**src/exec_pkg.sv**
```systemverilog
package exec_pkg;
  localparam int DATA_W       = 8;
  localparam int REG_IDX_W    = 7;
  localparam int SFR_IDX_W    = 5;
  localparam int SFR_COUNT    = 22;
  localparam int NIBBLE_W     = 4;
  localparam int WATCHDOG_W   = 8;
  localparam int DIV_W        = 8;
  localparam logic [DATA_W-1:0] WORK_RST = 8'h00;
  localparam logic [DATA_W-1:0] ZERO_BYTE = 8'h00;
  localparam logic [WATCHDOG_W-1:0] WATCHDOG_CLEAR = 8'h00;
  localparam logic [DIV_W-1:0]  DIV_CLEAR = 8'h00;
  localparam logic [DATA_W-1:0] SFR_RST  = 8'h00;
  localparam logic DEST_WORK = 1'b0;
  localparam logic DEST_REG  = 1'b1;

  typedef enum logic [2:0] {
    OP_NONE,
    OP_ROTATE_RIGHT_CARRY,
    OP_REG_SUB_BORROW,
    OP_IMM_SUB_BORROW,
    OP_SPECIAL_REG_WRITE,
    OP_SPECIAL_REG_READ,
    OP_HALT
  } op_t;
endpackage

```
**src/sub_borrow_unit.sv**
```systemverilog
`timescale 1ns/1ps
module sub_borrow_unit
  import exec_pkg::*;
(
  input  wire logic [exec_pkg::DATA_W-1:0] minuend,
  input  wire logic [exec_pkg::DATA_W-1:0] subtrahend,
  input  wire logic                        carry_in,
  output logic      [exec_pkg::DATA_W-1:0] result,
  output logic                             carry_out,
  output logic                             half_carry_out,
  output logic                             zero_out
);
  logic [DATA_W:0]   full_sum;
  logic [NIBBLE_W:0] low_sum;

  // Minuend plus inverted subtrahend plus carry
  always_comb begin
    full_sum = {1'b0, minuend} + {1'b0, ~subtrahend} + {{DATA_W{1'b0}}, carry_in};
    low_sum  = {1'b0, minuend[NIBBLE_W-1:0]} + {1'b0, ~subtrahend[NIBBLE_W-1:0]}
             + {{NIBBLE_W{1'b0}}, carry_in};
    result         = full_sum[DATA_W-1:0];
    carry_out      = full_sum[DATA_W];
    half_carry_out = low_sum[NIBBLE_W];
    zero_out       = (full_sum[DATA_W-1:0] == ZERO_BYTE);
  end
endmodule // sub_borrow_unit

```
**src/exec_unit.sv**
```systemverilog
// Operation
// - Rotate right through carry: carry into bit 7, bit 0 into carry.
// - Rotate and register subtract: destination bit zero writes work register, one writes back to register.
// - Register subtract with borrow: reg plus inverted work plus carry, flags.
// - Immediate subtract with borrow: imm plus inverted work plus carry into work.
// - Special write copies work register into S-page register 0..21, no flags.
// - Special read copies S-page register 0..21 into work register, no flags.
// - Halt clears watchdog counter and divider, then enters halt mode.
// - Subtract carry is inverted borrow; zero flag marks zero result.
`timescale 1ns/1ps
module exec_unit
  import exec_pkg::*;
#(
  parameter int SFR_N = exec_pkg::SFR_COUNT
) (
  input  wire logic                           core_clk,
  input  wire logic                           resetn,
  input  wire logic                           clk_en,
  input  wire exec_pkg::op_t                  op,
  input  wire logic                           dest_sel,
  input  wire logic [exec_pkg::REG_IDX_W-1:0] reg_idx,
  input  wire logic [exec_pkg::DATA_W-1:0]    reg_rdata,
  input  wire logic [exec_pkg::DATA_W-1:0]    imm_data,
  input  wire logic [exec_pkg::SFR_IDX_W-1:0] sfr_idx,
  input  wire logic                           wake,
  output logic      [exec_pkg::DATA_W-1:0]    work_register,
  output logic                                carry_flag,
  output logic                                half_carry_flag,
  output logic                                zero_flag,
  output logic                                timeout_flag,
  output logic                                power_down_flag,
  output logic      [exec_pkg::WATCHDOG_W-1:0] watchdog_counter,
  output logic      [exec_pkg::DIV_W-1:0]     watchdog_divider,
  output logic                                halted,
  output logic                                reg_we,
  output logic      [exec_pkg::REG_IDX_W-1:0] reg_waddr,
  output logic      [exec_pkg::DATA_W-1:0]    reg_wdata
);
  import exec_pkg::*;

  logic                rst_sync1_ff;
  logic                rst_sync2_ff;
  logic                rst_n;
  logic [DATA_W-1:0]   sfr_ff [SFR_N];
  logic [DATA_W-1:0]   sub_a;
  logic [DATA_W-1:0]   sub_res;
  logic                sub_c;
  logic                sub_hc;
  logic                sub_z;
  logic [DATA_W-1:0]   nxt_result;
  logic                nxt_carry;
  logic                is_sub;

  function automatic logic sfr_hit(input logic [SFR_IDX_W-1:0] idx, input int k);
    return (int'(idx) == k);
  endfunction

  always_ff @(posedge core_clk or negedge resetn) begin
    if (!resetn) begin
      rst_sync1_ff <= 1'b0;
      rst_sync2_ff <= 1'b0;
    end else begin
      rst_sync1_ff <= 1'b1;
      rst_sync2_ff <= rst_sync1_ff;
    end
  end
  assign rst_n = rst_sync2_ff;

  assign is_sub = (op == OP_REG_SUB_BORROW) || (op == OP_IMM_SUB_BORROW);
  assign sub_a  = (op == OP_IMM_SUB_BORROW) ? imm_data : reg_rdata;

  sub_borrow_unit u_sub (
    .minuend        (sub_a),
    .subtrahend     (work_register),
    .carry_in       (carry_flag),
    .result         (sub_res),
    .carry_out      (sub_c),
    .half_carry_out (sub_hc),
    .zero_out       (sub_z)
  );

  always_comb begin
    nxt_result = work_register;
    nxt_carry  = carry_flag;
    case (op)
      OP_ROTATE_RIGHT_CARRY: begin
        nxt_result = {carry_flag, reg_rdata[DATA_W-1:1]};
        nxt_carry  = reg_rdata[0];
      end
      OP_REG_SUB_BORROW, OP_IMM_SUB_BORROW: begin
        nxt_result = sub_res;
        nxt_carry  = sub_c;
      end
      default: begin
        nxt_result = work_register;
        nxt_carry  = carry_flag;
      end
    endcase
  end

  // Work register
  always_ff @(posedge core_clk or negedge rst_n) begin
    if (!rst_n) begin
      work_register <= WORK_RST;
    end else if (clk_en && !halted) begin
      case (op)
        OP_ROTATE_RIGHT_CARRY, OP_REG_SUB_BORROW: begin
          if (dest_sel == DEST_WORK) begin
            work_register <= nxt_result;
          end
        end
        OP_IMM_SUB_BORROW: begin
          work_register <= nxt_result;
        end
        OP_SPECIAL_REG_READ: begin
          if (int'(sfr_idx) < SFR_N) begin
            work_register <= sfr_ff[sfr_idx];
          end
        end
        default: begin
          work_register <= work_register;
        end
      endcase
    end
  end

  // Write back to data register
  always_ff @(posedge core_clk or negedge rst_n) begin
    if (!rst_n) begin
      reg_we    <= 1'b0;
      reg_waddr <= '0;
      reg_wdata <= ZERO_BYTE;
    end else if (clk_en) begin
      reg_we    <= !halted && (op == OP_ROTATE_RIGHT_CARRY || op == OP_REG_SUB_BORROW)
                   && dest_sel == DEST_REG;
      reg_waddr <= reg_idx;
      reg_wdata <= nxt_result;
    end
  end

  // Arithmetic flags
  always_ff @(posedge core_clk or negedge rst_n) begin
    if (!rst_n) begin
      carry_flag      <= 1'b0;
      half_carry_flag <= 1'b0;
      zero_flag       <= 1'b0;
    end else if (clk_en && !halted) begin
      if (op == OP_ROTATE_RIGHT_CARRY || is_sub) begin
        carry_flag <= nxt_carry;
      end
      if (is_sub) begin
        half_carry_flag <= sub_hc;
        zero_flag       <= sub_z;
      end
    end
  end

  // S-page special registers
  for (genvar k = 0; k < SFR_N; k++) begin : g_sfr
    always_ff @(posedge core_clk or negedge rst_n) begin
      if (!rst_n) begin
        sfr_ff[k] <= SFR_RST;
      end else if (clk_en && !halted && op == OP_SPECIAL_REG_WRITE && sfr_hit(sfr_idx, k)) begin
        sfr_ff[k] <= work_register;
      end
    end
  end

  // Halt, watchdog clear and power flags
  always_ff @(posedge core_clk or negedge rst_n) begin
    if (!rst_n) begin
      halted           <= 1'b0;
      watchdog_counter <= WATCHDOG_CLEAR;
      watchdog_divider <= DIV_CLEAR;
      timeout_flag     <= 1'b1;
      power_down_flag  <= 1'b1;
    end else if (clk_en) begin
      if (!halted && op == OP_HALT) begin
        watchdog_counter <= WATCHDOG_CLEAR;
        watchdog_divider <= DIV_CLEAR;
        halted           <= 1'b1;
        timeout_flag     <= 1'b1;
        power_down_flag  <= 1'b0;
      end else if (halted && wake) begin
        halted <= 1'b0;
      end
    end
  end
endmodule // exec_unit

```
**config.mk**
```make
export PLATFORM = sky130hd
export DESIGN_NAME = exec_unit
export DESIGN_NICKNAME = d
export VERILOG_FILES = /design/src/exec_pkg.sv /design/src/sub_borrow_unit.sv /design/src/exec_unit.sv
export SDC_FILE = /design/constraint.sdc
export NUM_CORES = 1
export LEC_CHECK = 0
export BUFFER_PORTS_ARGS = -buffer_cell sky130_fd_sc_hd__buf_2
export CELL_PAD_IN_SITES_DETAIL_PLACEMENT = 1
export CELL_PAD_IN_SITES_GLOBAL_PLACEMENT = 2
export CORE_MARGIN = 8
export CORE_UTILIZATION = 47
export CTS_BUF_LIST = sky130_fd_sc_hd__clkbuf_2
export DETAILED_ROUTE_END_ITERATION = 16
export GPL_TIMING_DRIVEN = 1
export HOLD_SLACK_MARGIN = 0.1
export PLACE_DENSITY = 0.84
export SYNTH_ARGS = -nofsm -noshare
export SYNTH_HDL_FRONTEND = slang
export SYNTH_HIERARCHICAL = 1
export SYNTH_SLANG_ARGS = --single-unit
```
**constraint.sdc**
```tcl
create_clock -name core_clk -period 10.6 [get_ports core_clk]
set_input_delay 2.12 -clock core_clk [delete_from_list [all_inputs] [get_ports core_clk]]
set_output_delay 2.12 -clock core_clk [all_outputs]
set_load 0.01 [all_outputs]
```
==> flow_metrics.py <==
metrics = {
    "run_status": {
        "status": "finished clean",
    },
    "clocking": {
        "cts_hold_buffers": 0,
        "tritoncts": "done",
        "cts_buffers": 53,
        "post_cts_buffers": 0,
        "htreeDepth": 2,
        "clock_latency_ps": 810,
        "cts-root-buf": "clkbuf_2",
        "clockBufferDepth": 3,
        "clkSinkCount": 207,
        "post_cts_resized": 0,
        "cts.clk_slew.worst_paths_ps": 100,
    },
    "drt": {
        "first_pass_iters": 4,
        "drc": 0,
        "drt-initial-drc-count": 382,
        "vias": 6891,
        "routed_wl_um": 27740,
        "ant_nets": 0,
        "wire_per_inst_um": 23.79,
        "vias_per_cell": 5.910,
    },
    "floorplan": {
        "initial_utilization": 0.4777,
        "coreArea_um2": 21760,
        "ios": 82,
        "dieArea_um2": 27130,
        "die_w_um": 164.7,
        "die_y_um": 164.7,
        "row_count": 54,
    },
    "worst_hold_path": {
        "min_to": "rst_n",
        "hp-start": "rst_sync1_ff",
        "hold_path_class": "flip-flop to flip-flop",
        "holdPathStages": 0,
    },
    "finish": {
        "nets": 895,
        "area_growth_pct": 8.775,
        "drive_gt1_frac": 0.4610,
        "instances_no_fill": 1166,
        "stdcell_area_um2": 11310,
    },
    "synthesis": {
        "syn_area_per_cell_um2": 13.36,
        "synth-simple-area-share": 0.05489,
        "async_flop_share": 1.000,
        "synth_most_common_cell": "dfrtp_1",
        "synthTopCellsByCount": "dfrtp_1, mux2_2, clkbuf_1, mux4_2, mux2i_1",
        "synthMuxAreaShare": 0.3117,
        "synth_area_leaders": "dfrtp_1, mux2_2, mux4_2",
        "synth_top_family_by_area": "multiplexers",
        "synthCells": 778,
        "synth_xor_area_frac": 0.005899,
        "synth_cell_types": 56,
        "yosysSeqAreaShare": 0.4985,
        "synth_edf_count": 0,
        "ys_dominant_reg_cell": "dfrtp_1",
        "yosysTopAreaCellShare": 0.4960,
        "synth_top_area_cell": "dfrtp_1",
        "yosysWarnings": 6,
        "synth.cell_area_um2": 10390,
        "synth_compound_area_frac": 0.07452,
        "synth-seq-cells": 207,
        "synth_fa_ha_area_frac": 0.01324,
    },
    "global_route": {
        "overflow": 0,
        "grt_usage": 0.2098,
        "antenna_found_initial": 1,
        "grt_pass1_vias": 7617,
        "grt_pass1_wl_um": 43790,
        "grt_max_degree": 82,
    },
    "sta": {
        "skew_ps": 49.60,
        "period_needed_ps": 5231,
        "fmax_mhz": 191.2,
        "slew_headroom": 0.2025,
        "finalWorstSetupSlack_ps": 5369,
        "period_share": 0.4935,
        "fin_setup_tns_ps": 0,
        "rsz0062_at_grt": "false",
        "max_slew.worst_pin.slew_ps": 1187,
        "finalHoldViolations": 0,
        "setup_violations": 0,
        "slew_violations": 0,
    },
    "critical_path": {
        "crit_required_ps": 11280,
        "timing.reg2reg.setup_slack_ps": 7480,
        "path_max_fanout": 15,
        "startpoint_type": "primary input",
        "ff2ff_path_depth": 10,
        "r2r_start": "work_register[2]",
        "worst_ep_arrival_time_ps": 5910,
        "reg2reg_to": "work_register[7]",
        "crit_path_end_kind": "flip-flop",
        "critical_path_class": "primary input to flip-flop",
    },
    "place": {
        "gp_congestion": 0.8870,
        "pre_cts_ws_ps": 4659,
        "port_buffers": 64,
        "dp_hpwl_um": 18780,
        "place_inst": 1075,
        "dpl_cell_area_um2": 10840,
    },
    "flow_run": {
        "drv_cap": 0,
    },
    "power_and_ir_drop": {
        "vdd_drop_max_mv": 0.06429,
        "power.leakage_nw": 5.475,
        "powerDensity_nw_per_um2": 173.4,
    },
}
[how the worst max path moves through the flow]
stage | start | to | slack, ps
global placement | op[1] | work_register[6] | 4800
finish | op[1] | work_register[6] | 5370
CTS | op[1] | work_register[6] | 5510
global route | op[1] | work_register[6] | 5150
detailed placement | op[1] | work_register[6] | 4660
floorplan | rst_n | carry_flag | 4410
[layout make-up]
type / instances / area (um^2)
clock inverters: 12 / 71.32
well taps: 280 / 350.3
multi-input cells: 497 / 4851
fillers: 2292 / 10450
flip-flops and latches: 207 / 5185
repair buffers: 73 / 387.9
inverters: 18 / 67.56
diodes: 1 / 2.502
clock buffers: 78 / 390.4
[report_power, final]
part	leakage [nW]	internal, mW	total [mW]	switching (mW)
Sequential	2.81	0.860	0.948	0.0881
Combinational	2.31	0.186	0.482	0.296
Clock	0.355	0.217	0.531	0.314
[kinds of logic (layout without fill, tap and decap cells)]
family                     after synthesis  count (layout)
muxes                                  259             259
buffers and inverters                   90             181
AOI/OAI and AO/OA                      112             112
adders and majority gates               10              10
DFF                                    207             207
other                                    2              19
xor gates and xnor gates                 7               7
and+or+nand+nor                         91              91
[sequential cells by signal, indices dropped and copies added (netlist names)]
| name | cells |
|---|---|
| reg_wdata | 8 |
| work_register | 8 |
| rst_n | 1 |
| halted | 1 |
| zero_flag | 1 |
| power_down_flag | 1 |
| carry_flag | 1 |
| rst_sync1_ff | 1 |
| reg_waddr | 7 |
| half_carry_flag | 1 |
| reg_we | 1 |
| sfr_ff | 176 |
[worst max-delay path, stage by stage]
cell	delay (ps)
buf_2	250
nor2b_1	690
nand2_1	380
mux2_2	340
fa_1	210
inv_1	70
fa_1	390
nand2b_2	230
a211o_1	280
a21oi_1	180
xor2_1	320
o22ai_1	120
nor2_1	140
a22oi_1	80
o31ai_1	100
[per-layer routing]
metal  share of wire  up-vias  global-route usage
li1                -     3005                   -
met2            0.49      212              0.3465
met4           0.028        0             0.08149
met3           0.058       58             0.03664
met5               0        -                   0
met1            0.42     3616              0.2714
[metrics by stage]
step | util | hold slack (ps) | total power, mW
3_3_place_gp | 0.4983 | 337.9 | 1.416
4_1_cts | 0.5196 | 372.3 | 1.981
2_1_floorplan | - | 331.2 | 1.248
5_1_grt | 0.5197 | 385.8 | 2.067
6_report | 0.5197 | 361.0 | 1.961
3_5_place_dp | 0.4983 | 351.1 | 1.441
[placed cells by master, fill, tap and decap left out, types with 11 or more instances in the layout]
cell / n
dfrtp_1: 205
mux2_2: 197
clkbuf_2: 78
buf_2: 64
mux4_2: 32
mux2i_1: 30
o21ai_0: 29
nor2_1: 24
inv_1: 18
conb_1: 18
o22ai_1: 17
a21o_1: 14
a22oi_1: 14
o32ai_1: 14
nand2_1: 13
clkinv_1: 11
Note: power is estimated with default switching activity, not from simulation.
